`src/rtl/dmc_pkg.sv`:
```
package dmc_pkg;
    // ****************************************
    // Word and packet layout
    // ****************************************
    localparam int          WORD_W        = 16;
    localparam int          ADDR_W        = 15;
    localparam int          DEV_W         = 6;
    localparam int          PKT_WORDS     = 4;
    localparam logic [1:0]  PKT_FUNC      = 2'h0;
    localparam logic [1:0]  PKT_FINAL     = 2'h1;
    localparam logic [1:0]  PKT_START     = 2'h2;
    localparam logic [ADDR_W-1:0] PKT_BASE = 15'h0010;
    localparam logic [1:0]  IRQ_CHANNEL   = 2'h2;
    // Function word fields
    localparam int          FN_DIR_BIT    = 15;
    localparam int          FN_PROTIRQ_BIT = 14;
    // ****************************************
    // Timing
    // ****************************************
    localparam int          CLK_PERIOD_PS = 10000;
    localparam int          MEM_CYCLE_PS  = 1650000;
    localparam int          MEM_CYCLE_CLKS = MEM_CYCLE_PS / CLK_PERIOD_PS;
    localparam int          MAX_RATE_WPS  = 600000;

    typedef enum logic [2:0] {
        ST_IDLE   = 3'b000,
        ST_PKT    = 3'b001,
        ST_WAIT   = 3'b010,
        ST_STEAL  = 3'b011,
        ST_ADV    = 3'b100
    } dmc_state_t;

    function automatic logic odd_parity(input logic [WORD_W-1:0] w);
        odd_parity = ~(^w);
    endfunction : odd_parity
endpackage : dmc_pkg

```
`src/rtl/dmc_link_if.sv`:
```
`timescale 1ns/10ps
interface dmc_link_if;
    logic [15:0] to_dev_data;
    logic        to_dev_par;
    logic        to_dev_valid;
    logic        to_dev_ready;
    logic [15:0] from_dev_data;
    logic        from_dev_par;
    logic        from_dev_valid;
    logic        from_dev_ready;
    logic [15:0] func_word;
    logic        func_valid;
    logic [5:0]  dev_sel;
    logic        dir_in;
    logic        active;
    logic        par_inhibit;
    logic        dev_irq;
    logic        irq_ack;
    logic [5:0]  ack_addr;
    logic        ack_addr_valid;

    modport chan (
        output to_dev_data, to_dev_par, to_dev_valid, func_word, func_valid, dev_sel, dir_in, active,
               irq_ack, from_dev_ready,
        input  to_dev_ready, from_dev_data, from_dev_par, from_dev_valid, par_inhibit, dev_irq,
               ack_addr, ack_addr_valid
    );
    modport dev (
        input  to_dev_data, to_dev_par, to_dev_valid, func_word, func_valid, dev_sel, dir_in, active,
               irq_ack, from_dev_ready,
        output to_dev_ready, from_dev_data, from_dev_par, from_dev_valid, par_inhibit, dev_irq,
               ack_addr, ack_addr_valid
    );
endinterface : dmc_link_if

```
`src/rtl/direct_memory_channel.sv`:
```
`timescale 1ns/10ps
module direct_memory_channel #(
    parameter int W = dmc_pkg::WORD_W,
    parameter int A = dmc_pkg::ADDR_W
) (
    input  wire logic         clk,           // 100 MHz clock
    input  wire logic         rst,           // Async reset, active high
    input  wire logic         start,         // Buffered record instruction pulse
    input  wire logic [1:0]   pkt_num,       // Record packet number
    input  wire logic         privileged,    // Instruction privileged
    input  wire logic [5:0]   dev_addr,      // Device address of instruction
    input  wire logic         cpu_mem_read,  // Processor has begun a read cycle
    input  wire logic         irq_unmasked,  // Channel 2 interrupt not masked
    input  wire logic         instr_end,     // End of processor instruction
    output logic              mem_req,       // Memory cycle request
    output logic              mem_we,        // Memory write
    output logic [A-1:0]      mem_addr,      // Memory address
    output logic [W-1:0]      mem_wdata,     // Memory write data
    input  wire logic [W-1:0] mem_rdata,     // Memory read data
    input  wire logic         mem_protect,   // Protect bit of addressed word
    input  wire logic         mem_done,      // Memory cycle complete
    output logic [A-1:0]      cur_addr,      // Current address, readable
    output logic              busy,          // Channel active
    output logic              done_irq,      // End of record pulse
    output logic              parity_irq,    // Input parity error pulse
    output logic              protect_irq,   // Protect violation pulse
    output logic              data_irq2,     // Data interrupt channel 2 level
    output logic [5:0]        ack_dev_addr,  // Acknowledging device address
    output logic              ack_valid,     // Acknowledge address valid pulse
    dmc_link_if.chan          link           // Link to device controllers
);
    // ****************************************
    // Registers
    // ****************************************
    dmc_pkg::dmc_state_t state_r;
    logic [A-1:0]   final_r;
    logic [A-1:0]   addr_r;
    logic [W-1:0]   data_r;
    logic [W-1:0]   func_r;
    logic [1:0]     pkt_idx_r;
    logic [1:0]     pkt_r;
    logic           priv_r;
    logic           dir_in_r;
    logic [5:0]     dev_r;
    logic           ack_pend_r;
    // Two-entry input buffer
    logic [W:0]     buf_r [2];
    logic [1:0]     cnt_r;
    logic           wp_r;
    logic           rp_r;
    logic           buf_full;
    logic           buf_empty;
    logic           pop;
    logic           steal_ok;

    assign buf_full  = (cnt_r == 2'h2);
    assign buf_empty = (cnt_r == 2'h0);
    assign steal_ok  = !cpu_mem_read;
    assign pop       = (state_r == dmc_pkg::ST_WAIT) && dir_in_r && !buf_empty && steal_ok;

    // ****************************************
    // Input buffer
    // ****************************************
    always_ff @(posedge clk or posedge rst) begin
        if (rst) begin
            cnt_r <= 2'h0;
            wp_r  <= 1'b0;
            rp_r  <= 1'b0;
        end else begin
            if (link.from_dev_valid && link.from_dev_ready) begin
                buf_r[wp_r] <= {link.from_dev_par, link.from_dev_data};
                wp_r        <= ~wp_r;
            end
            if (pop)
                rp_r <= ~rp_r;
            cnt_r <= cnt_r + {1'b0, link.from_dev_valid && link.from_dev_ready} - {1'b0, pop};
        end
    end
    assign link.from_dev_ready = busy && dir_in_r && !buf_full;

    // ****************************************
    // Transfer sequencer
    // ****************************************
    always_ff @(posedge clk or posedge rst) begin
        if (rst) begin
            state_r     <= dmc_pkg::ST_IDLE;
            addr_r      <= '0;
            final_r     <= '0;
            data_r      <= '0;
            func_r      <= '0;
            pkt_idx_r   <= 2'h0;
            pkt_r       <= 2'h0;
            priv_r      <= 1'b0;
            dir_in_r    <= 1'b0;
            dev_r       <= 6'h00;
            done_irq    <= 1'b0;
            parity_irq  <= 1'b0;
            protect_irq <= 1'b0;
        end else begin
            done_irq    <= 1'b0;
            parity_irq  <= 1'b0;
            protect_irq <= 1'b0;
            case (state_r)
                dmc_pkg::ST_IDLE: begin
                    if (start) begin
                        pkt_r     <= pkt_num;
                        pkt_idx_r <= dmc_pkg::PKT_FUNC;
                        priv_r    <= privileged;
                        dev_r     <= dev_addr;
                        state_r   <= dmc_pkg::ST_PKT;
                    end
                end
                dmc_pkg::ST_PKT: begin
                    if (mem_done) begin
                        case (pkt_idx_r)
                            dmc_pkg::PKT_FUNC: begin
                                func_r   <= mem_rdata;
                                dir_in_r <= mem_rdata[dmc_pkg::FN_DIR_BIT];
                            end
                            dmc_pkg::PKT_FINAL: final_r <= mem_rdata[A-1:0];
                            default:            addr_r  <= mem_rdata[A-1:0];
                        endcase
                        if (pkt_idx_r == dmc_pkg::PKT_START)
                            state_r <= dmc_pkg::ST_WAIT;
                        pkt_idx_r <= pkt_idx_r + 2'h1;
                    end
                end
                dmc_pkg::ST_WAIT: begin
                    // Output direction only steals once the buffer can take a word
                    if (pop) begin
                        data_r  <= buf_r[rp_r][W-1:0];
                        state_r <= dmc_pkg::ST_STEAL;
                        if (!link.par_inhibit && (dmc_pkg::odd_parity(buf_r[rp_r][W-1:0]) != buf_r[rp_r][W]))
                            parity_irq <= 1'b1;
                    end else if (!dir_in_r && steal_ok && !link.to_dev_valid) begin
                        state_r <= dmc_pkg::ST_STEAL;
                    end
                end
                dmc_pkg::ST_STEAL: begin
                    // Processor stalls through mem_req, resumes after mem_done
                    if (mem_done) begin
                        if (!dir_in_r)
                            data_r <= mem_rdata;
                        else if (mem_protect && !priv_r && func_r[dmc_pkg::FN_PROTIRQ_BIT])
                            protect_irq <= 1'b1;
                        state_r <= dmc_pkg::ST_ADV;
                    end
                end
                default: begin
                    // Last output word must reach the device before the channel lets go of it
                    if (addr_r == final_r) begin
                        if (dir_in_r || !link.to_dev_valid) begin
                            done_irq <= 1'b1;
                            state_r  <= dmc_pkg::ST_IDLE;
                        end
                    end else begin
                        addr_r  <= addr_r + 1'b1;
                        state_r <= dmc_pkg::ST_WAIT;
                    end
                end
            endcase
        end
    end

    // ****************************************
    // Output word to device
    // ****************************************
    always_ff @(posedge clk or posedge rst) begin
        if (rst) begin
            link.to_dev_valid <= 1'b0;
            link.to_dev_data  <= '0;
            link.to_dev_par   <= 1'b0;
        end else if (state_r == dmc_pkg::ST_STEAL && mem_done && !dir_in_r) begin
            link.to_dev_valid <= 1'b1;
            link.to_dev_data  <= mem_rdata;
            link.to_dev_par   <= dmc_pkg::odd_parity(mem_rdata);
        end else if (link.to_dev_ready)
            link.to_dev_valid <= 1'b0;
    end

    // ****************************************
    // Memory port
    // ****************************************
    always_comb begin
        mem_req   = (state_r == dmc_pkg::ST_PKT) || (state_r == dmc_pkg::ST_STEAL);
        // Unprivileged store to protected word is suppressed; protect bit never driven
        mem_we    = (state_r == dmc_pkg::ST_STEAL) && dir_in_r && !(mem_protect && !priv_r);
        mem_addr  = (state_r == dmc_pkg::ST_PKT) ? (dmc_pkg::PKT_BASE + {11'h0, pkt_r, pkt_idx_r}) : addr_r;
        mem_wdata = data_r;
    end
    assign cur_addr = addr_r;
    assign busy     = (state_r != dmc_pkg::ST_IDLE);

    // ****************************************
    // Device interrupts on channel 2
    // ****************************************
    assign data_irq2 = link.dev_irq && !busy;
    always_ff @(posedge clk or posedge rst) begin
        if (rst) begin
            ack_pend_r   <= 1'b0;
            link.irq_ack <= 1'b0;
            ack_dev_addr <= 6'h00;
            ack_valid    <= 1'b0;
        end else begin
            ack_valid    <= 1'b0;
            // Two quiet cycles after each acknowledge let the answering device drop its request
            link.irq_ack <= data_irq2 && irq_unmasked && instr_end && !link.irq_ack && !ack_pend_r;
            ack_pend_r   <= link.irq_ack;
            if (link.irq_ack && link.ack_addr_valid) begin
                ack_dev_addr <= link.ack_addr;
                ack_valid    <= 1'b1;
            end
        end
    end

    assign link.func_word  = func_r;
    assign link.func_valid = (state_r == dmc_pkg::ST_PKT) && (pkt_idx_r == dmc_pkg::PKT_START) && mem_done;
    assign link.dev_sel    = dev_r;
    assign link.dir_in     = dir_in_r;
    assign link.active     = busy;
endmodule : direct_memory_channel

```
`src/flat_wrapper.sv`:
```
// flat-port wrapper written by rule: the top's interface ports become plain ports
module direct_memory_channel_flat 
#(
    parameter int W = dmc_pkg::WORD_W,
    parameter int A = dmc_pkg::ADDR_W
)
  (clk, rst, start, pkt_num, privileged, dev_addr, cpu_mem_read, irq_unmasked, instr_end, mem_req, mem_we, mem_addr, mem_wdata, mem_rdata, mem_protect, mem_done, cur_addr, busy, done_irq, parity_irq, protect_irq, data_irq2, ack_dev_addr, ack_valid, link_to_dev_data, link_to_dev_par, link_to_dev_valid, link_func_word, link_func_valid, link_dev_sel, link_dir_in, link_active, link_irq_ack, link_from_dev_ready, link_to_dev_ready, link_from_dev_data, link_from_dev_par, link_from_dev_valid, link_par_inhibit, link_dev_irq, link_ack_addr, link_ack_addr_valid);
  dmc_link_if link_i ();
  input  wire logic clk;
  input  wire logic rst;
  input  wire logic start;
  input  wire logic [1:0] pkt_num;
  input  wire logic privileged;
  input  wire logic [5:0] dev_addr;
  input  wire logic cpu_mem_read;
  input  wire logic irq_unmasked;
  input  wire logic instr_end;
  output logic mem_req;
  output logic mem_we;
  output logic [A-1:0] mem_addr;
  output logic [W-1:0] mem_wdata;
  input  wire logic [W-1:0] mem_rdata;
  input  wire logic mem_protect;
  input  wire logic mem_done;
  output logic [A-1:0] cur_addr;
  output logic busy;
  output logic done_irq;
  output logic parity_irq;
  output logic protect_irq;
  output logic data_irq2;
  output logic [5:0] ack_dev_addr;
  output logic ack_valid;
  output wire logic [$bits(link_i.to_dev_data)-1:0] link_to_dev_data;
  output wire logic [$bits(link_i.to_dev_par)-1:0] link_to_dev_par;
  output wire logic [$bits(link_i.to_dev_valid)-1:0] link_to_dev_valid;
  output wire logic [$bits(link_i.func_word)-1:0] link_func_word;
  output wire logic [$bits(link_i.func_valid)-1:0] link_func_valid;
  output wire logic [$bits(link_i.dev_sel)-1:0] link_dev_sel;
  output wire logic [$bits(link_i.dir_in)-1:0] link_dir_in;
  output wire logic [$bits(link_i.active)-1:0] link_active;
  output wire logic [$bits(link_i.irq_ack)-1:0] link_irq_ack;
  output wire logic [$bits(link_i.from_dev_ready)-1:0] link_from_dev_ready;
  input wire logic [$bits(link_i.to_dev_ready)-1:0] link_to_dev_ready;
  input wire logic [$bits(link_i.from_dev_data)-1:0] link_from_dev_data;
  input wire logic [$bits(link_i.from_dev_par)-1:0] link_from_dev_par;
  input wire logic [$bits(link_i.from_dev_valid)-1:0] link_from_dev_valid;
  input wire logic [$bits(link_i.par_inhibit)-1:0] link_par_inhibit;
  input wire logic [$bits(link_i.dev_irq)-1:0] link_dev_irq;
  input wire logic [$bits(link_i.ack_addr)-1:0] link_ack_addr;
  input wire logic [$bits(link_i.ack_addr_valid)-1:0] link_ack_addr_valid;
  assign link_to_dev_data = link_i.to_dev_data;
  assign link_to_dev_par = link_i.to_dev_par;
  assign link_to_dev_valid = link_i.to_dev_valid;
  assign link_func_word = link_i.func_word;
  assign link_func_valid = link_i.func_valid;
  assign link_dev_sel = link_i.dev_sel;
  assign link_dir_in = link_i.dir_in;
  assign link_active = link_i.active;
  assign link_irq_ack = link_i.irq_ack;
  assign link_from_dev_ready = link_i.from_dev_ready;
  assign link_i.to_dev_ready = link_to_dev_ready;
  assign link_i.from_dev_data = link_from_dev_data;
  assign link_i.from_dev_par = link_from_dev_par;
  assign link_i.from_dev_valid = link_from_dev_valid;
  assign link_i.par_inhibit = link_par_inhibit;
  assign link_i.dev_irq = link_dev_irq;
  assign link_i.ack_addr = link_ack_addr;
  assign link_i.ack_addr_valid = link_ack_addr_valid;
  direct_memory_channel #(.W(W), .A(A)) u_core (.clk(clk), .rst(rst), .start(start), .pkt_num(pkt_num), .privileged(privileged), .dev_addr(dev_addr), .cpu_mem_read(cpu_mem_read), .irq_unmasked(irq_unmasked), .instr_end(instr_end), .mem_req(mem_req), .mem_we(mem_we), .mem_addr(mem_addr), .mem_wdata(mem_wdata), .mem_rdata(mem_rdata), .mem_protect(mem_protect), .mem_done(mem_done), .cur_addr(cur_addr), .busy(busy), .done_irq(done_irq), .parity_irq(parity_irq), .protect_irq(protect_irq), .data_irq2(data_irq2), .ack_dev_addr(ack_dev_addr), .ack_valid(ack_valid), .link(link_i));
endmodule
```
`config.mk`:
```
export PLATFORM = sky130hd
export DESIGN_NAME = direct_memory_channel_flat
export DESIGN_NICKNAME = d
export VERILOG_FILES = /design/src/rtl/dmc_pkg.sv /design/src/rtl/dmc_link_if.sv /design/src/rtl/direct_memory_channel.sv /design/src/flat_wrapper.sv
export SDC_FILE = /design/constraint.sdc
export NUM_CORES = 1
export LEC_CHECK = 0
export ABC_AREA = 1
export BUFFER_PORTS_ARGS = -buffer_cell sky130_fd_sc_hd__buf_2
export CORE_MARGIN = 1
export CORE_UTILIZATION = 58
export DETAILED_ROUTE_END_ITERATION = 10
export PLACE_DENSITY = 0.84
export SYNTH_ARGS = -nofsm -noshare
export SYNTH_HDL_FRONTEND = slang
export SYNTH_SLANG_ARGS = --single-unit
```
`constraint.sdc`:
```
create_clock -name clk -period 9.1 [get_ports clk]
set_input_delay 0.455 -clock clk [delete_from_list [all_inputs] [get_ports clk]]
set_output_delay 0.455 -clock clk [all_outputs]
set_load 0.01 [all_outputs]
```
[Yosys cells after proc, flatten, opt, wreduce, memory -nomap -nowiden]
Memories as Yosys holds them, arrays and structs flattened.
Index checks and enable logic that the tools add are counted.
Operators by class
  reductions and logical operators: 57
  add/sub/neg operators: 5
  equal/unequal tests: 18
  mux-type cells: 36
  bitwise gates (word level): 5
Operators by type and width (number)
  2-to-1 mux 15 bit: 4
  2-to-1 mux 16 bit: 3
  case mux 16 bit (2 select lines): 1
  XOR reduction 16 bit: 2
  case mux 15 bit (2 select lines): 1
  logical AND 1 bit: 24
  2-to-1 mux 3 bit: 8
  adder 15 x 1 -> 15 bit (second input constant): 1
  equality test 15 bit: 1
  2-to-1 mux 1 bit: 15
  != test 2 bit (second input constant): 7
  logical NOT 1 bit: 12
  case mux 3 bit (4 select lines): 1
  AND reduction 3 bit: 3
  AND reduction 4 bit: 2
  adder 5 x 4 -> 6 bit (first input constant): 1
  equality test 3 x 2 -> 1 bit (second input constant): 2
  != test 6 x 5 -> 1 bit (second input constant): 1
  AND reduction 6 bit: 1
  nonzero test 2 bit: 3
  inverter 1 bit: 5
  equality test 2 bit (second input constant): 2
  logical NOT 2 bit: 2
  2-to-1 mux 2 bit: 2
  other kinds (16): 17
Storage, ports and cells
  input bits: 61
  register bits: 111
  memories kept: 1
  output and inout bits: 105
  memory bits (writable): 34
  logic and storage cells: 145
Memory list
  u_core.buf_r: depth 2, bits a word 17, rd ports 1, clocked after Yosys merged registers in 0, write ports 1, RTL line direct_memory_channel.sv:47  | logic [W:0] buf_r [2];

[Logic depth before layout (Yosys ltp)]
An unclocked memory read counts as a cell.
  word-level depth: 8
  mapped depth: 15
  mapped depth without buffers: 13

[Worst setup path after synthesis]
OpenSTA, ideal clock, no wires.
  kind: reg2reg
  from: register u_core.state_r[2]
  to: memory u_core.buf_r[0][0] (netlist name) (enable)
  path buffers: 0
  slack: 6.081 ns
  arrival time: 2.606 ns
  clock period less this slack: 3.019 ns
  library setup time: 0.412 ns
  stages on the path, launching flop included: 7
  data required time: 8.688 ns
  path through: dfrtp_1 > nor2_1 > nand2_1 > inv_1 > a211oi_1 > nand2_1 > nor3_1
On the way
  cells in the longest elaborated chain, start to end: 7
Ends and longest elaborated chain
  from (decl): RTL line direct_memory_channel.sv:35  | dmc_pkg::dmc_state_t state_r;
  from (signal assigned): RTL line direct_memory_channel.sv:86  | state_r <= dmc_pkg::ST_IDLE;
  from (signal assigned): RTL line direct_memory_channel.sv:110  | state_r <= dmc_pkg::ST_PKT;
  from (signal assigned): RTL line direct_memory_channel.sv:124  | state_r <= dmc_pkg::ST_WAIT;
  nonzero test 3 bit: RTL line direct_memory_channel.sv:192  | assign busy = (state_r != dmc_pkg::ST_IDLE);
  net busy: RTL line flat_wrapper.sv:26  | output logic busy;
  logical AND 1 bit (2 in series): RTL line direct_memory_channel.sv:79  | assign link.from_dev_ready = busy && dir_in_r && !buf_full;
  net link_from_dev_ready: RTL line flat_wrapper.sv:42  | output wire logic [$bits(link_i.from_dev_ready)-1:0] link_from_dev_ready;
  logical AND 1 bit: RTL line direct_memory_channel.sv:70  | if (link.from_dev_valid && link.from_dev_ready) begin
  2-to-1 mux 1 bit: RTL line direct_memory_channel.sv:70
  logical AND 1 bit (not written as such): RTL line direct_memory_channel.sv:71  | buf_r[wp_r] <= {link.from_dev_par, link.from_dev_data};
  2-to-1 mux 1 bit (not written as such): RTL line direct_memory_channel.sv:71
  to (decl): RTL line direct_memory_channel.sv:47
The timed path passes the listed nets, and every way through them passes these cells.

[Worst setup path in the final report]
  from: register u_core.state_r[2]
  to: register u_core.func_r[0], in the netlist u_core.link.func_word[0]
On the way
  cells in the longest elaborated chain, start to end: 2
Ends and longest elaborated chain
  equality test 3 x 1 -> 1 bit: RTL line direct_memory_channel.sv:103  | case (state_r)
  AND reduction 3 bit (no line)
  to (signal assigned): RTL line direct_memory_channel.sv:117  | func_r <= mem_rdata;
  to (decl): RTL line direct_memory_channel.sv:39  | logic [W-1:0] func_r;
Every way passes these cells.
A chain may end at the register's enable or synchronous reset.

==> results.ini <==
[timing]
relSlewSlack_pct = 30.3
clock_skew_ns = 0.00676
setup_violations = 0
post-route-period-util_pct = 28.3
fin_tns_setup_ns = 0
finalCriticalPeriod_ns = 2.57
fmax_mhz = 389
hold-worst-slack_ns = 0.0533
drv_slew = 0
rsz0062_at_grt = no
fin_ws_ns = 6.53
hold_viol = 0
tightest_slew_ns = 1.05

[critical_path]
regToRegSetupSlack_ns = 6.53
r2r_cells = 7
cp_max_fo = 41
r2r_end = u_core.link.func_word[0]
arrival_ns = 2.82
crit_type = reg -> reg
cp-end-kind = register
r2r_start = u_core.state_r[2]
start_kind = register
worstPathRequired_ns = 9.35

[route]
wl_per_cell_um = 14.8
dr_total_vias = 6136
viasPerCell = 5.32
wl_um = 17000
drt_iter0_markers = 604
drtPass1Iterations = 6
detail-route-antenna-nets = 0
drc_errors = 0

[clocking]
cts.clk_slew.worst_paths_ns = 0.06
ctsResizeCount = 0
numCtsBuffers = 17
h-tree-depth = 4
clk-insertion-delay-late_ns = 0.41
cts_sinks = 144
cts_tree = yes
cts_buffer_depth = 2
hold_buffers = 0
cts_setup_buffers = 0
cts-root-buf = clkbuf_16

[placement]
gp_congestion = 0.849
placed_cells = 1121
place.port_buffers = 165
placed_cell_area_mm2 = 0.00794
place_hpwl_um = 12200
place_worst_setup_slack_ns = 6.59

[power_and_ir_drop]
p_leak_nw = 4.46
p_total_mw = 2.93
peakVddDrop_v = 0.000178
power_density_mw_per_mm2 = 345

[cells_and_area]
final_core_util_pct = 73.0
area_delta_synth_final_pct = 20.6
nFillCells = 885
stdcell_count = 1153
drive_above_1_share_pct = 22.4
nets = 1064
fin_area_mm2 = 0.00852
diodes = 0

[synthesis]
synth-edff-count = 34
yosys_warnings = 0
synth.distinct_cells = 37
syn_area_per_cell_um2 = 8.37
syn-num-nets = 911
synth.area.top_cells = dfrtp_1, nand2_1, edfxtp_1
synthTopCellsByCount = nand2_1, dfrtp_1, o21ai_0
synth_area_leader_cell = dfrtp_1
yosysTopAreaCellShare_pct = 39.0
ys_seq_area_share_pct = 53.4
synth.cell_area_mm2 = 0.00706
ys_seq_elements = 144
synth.most_common_cell = nand2_1
synthFlopType = dfrtp_1
syn-instance-count = 844
ys_async_sr_fraction_pct = 76.4

[global_route]
grt.total_usage_pct = 28.1
grt_max_degree = 84
antenna_found_initial = 0
grt_pass1_vias = 5626
grt_remaining_overflow = 0
grt_first_pass_wirelength_um = 27400

[floorplanning]
fp.dieW_um = 112
die_h_um = 112
rows = 39
core-area_mm2 = 0.0117
initial_utilization_pct = 60.6
pin_count = 166
dieArea_mm2 = 0.0126

[run_status]
status = finished, final reports clean

[hold_path]
min_path_type = in -> async

[run]
cap_viol_max_count = 0

-- kinds of logic after synthesis --
kind of cell / synth area share [%]
and+or+nand+nor: 23.3
adders and majority gates: 1.06
AOI/OAI and AO/OA: 9.28
muxes: 1.28
DFF: 53.4
buffers and inverters: 7.07
xor gates and xnor gates: 4.59
-- worst max-delay path, stage by stage (launching register included) --
cell and delay (ns):
dfrtp_1 0.47, nor3_1 0.21, buf_4 0.21, inv_2 0.25
nor2_1 0.29, nand2_1 0.61, nand2_1 0.24, o21ai_0 0.11
-- worst max path at each step --
| stage | from | slack (ns) | depth (start not counted) | endpoint |
|---|---|---|---|---|
| final | u_core.state_r[2] | 6.53 | 7 | u_core.link.func_word[0] |
| after global routing | u_core.state_r[2] | 6.23 | 6 | u_core.link.func_word[6] |
| after CTS | u_core.state_r[2] | 6.56 | 7 | u_core.link.func_word[0] |
| after detailed placement | u_core.state_r[2] | 6.59 | 7 | u_core.link.func_word[7] |
| after global placement | u_core.state_r[2] | 6.68 | 6 | u_core.link.func_word[11] |
| after floorplan | rst | 5.74 | 1 | u_core.ack_dev_addr[0] |
-- layout by cell type (no fill, tap or decap), types with 2 or more instances in the layout --
cell type / count
nand2_2: 3
xnor2_1: 30
nand2_4: 2
inv_4: 3
o21ai_0: 84
clkinv_2: 3
edfxtp_1: 34
nor2_4: 3
nor3_1: 4
nand2_1: 327
clkbuf_1: 3
buf_2: 165
clkbuf_8: 3
ha_1: 6
nand3_1: 23
nand4_1: 5
buf_4: 4
o21ai_1: 7
inv_2: 5
mux2_2: 8
nand3b_1: 2
dfrtp_1: 110
a31oi_1: 16
a21oi_1: 5
clkbuf_16: 18
inv_1: 79
xor2_1: 7
nor2_1: 36
nor3_2: 3
-- cell type report --
| cell class | instances | area (um2) | share of cell area (%) |
|---|---|---|---|
| clock buffer | 24 | 503 | 5.91 |
| clock inverter | 8 | 76.3 | 0.896 |
| inverter | 86 | 328 | 3.85 |
| multi-input combinational | 579 | 2800 | 32.9 |
| sequential | 144 | 3770 | 44.3 |
| tap | 143 | 179 | 2.10 |
| timing repair buffer | 169 | 856 | 10.0 |
-- per-layer routing --
metal	routed length [um]	track usage, %	vias to the layer above
met1	7460	37.4	2860
met2	8110	45.3	259
met4	414	12.4	0
li1	-	-	2988
met5	0	0	-
met3	1040	5.35	29
-- registers in the layout, indices dropped and copies added (netlist names) --
name	flops
u_core.buf_r	34
u_core.link.to_dev_data	16
u_core.mem_wdata	16
u_core.cur_addr	15
u_core.final_r	15
u_core.link.func_word	15
u_core.ack_dev_addr	6
u_core.link.dev_sel	6
u_core.state_r	3
u_core.cnt_r	2
u_core.pkt_idx_r	2
u_core.pkt_r	2
u_core.ack_pend_r	1
u_core.ack_valid	1
u_core.done_irq	1
u_core.link.dir_in	1
u_core.link.irq_ack	1
u_core.link.to_dev_par	1
u_core.link.to_dev_valid	1
u_core.parity_irq	1
u_core.priv_r	1
u_core.protect_irq	1
u_core.rp_r	1
u_core.wp_r	1
-- where the power goes --
group          switching [mW]  internal [mW]
combinational           0.711          0.462
sequential              0.203          0.888
clock                   0.256          0.414
Power figures use the tool's default switching activity.
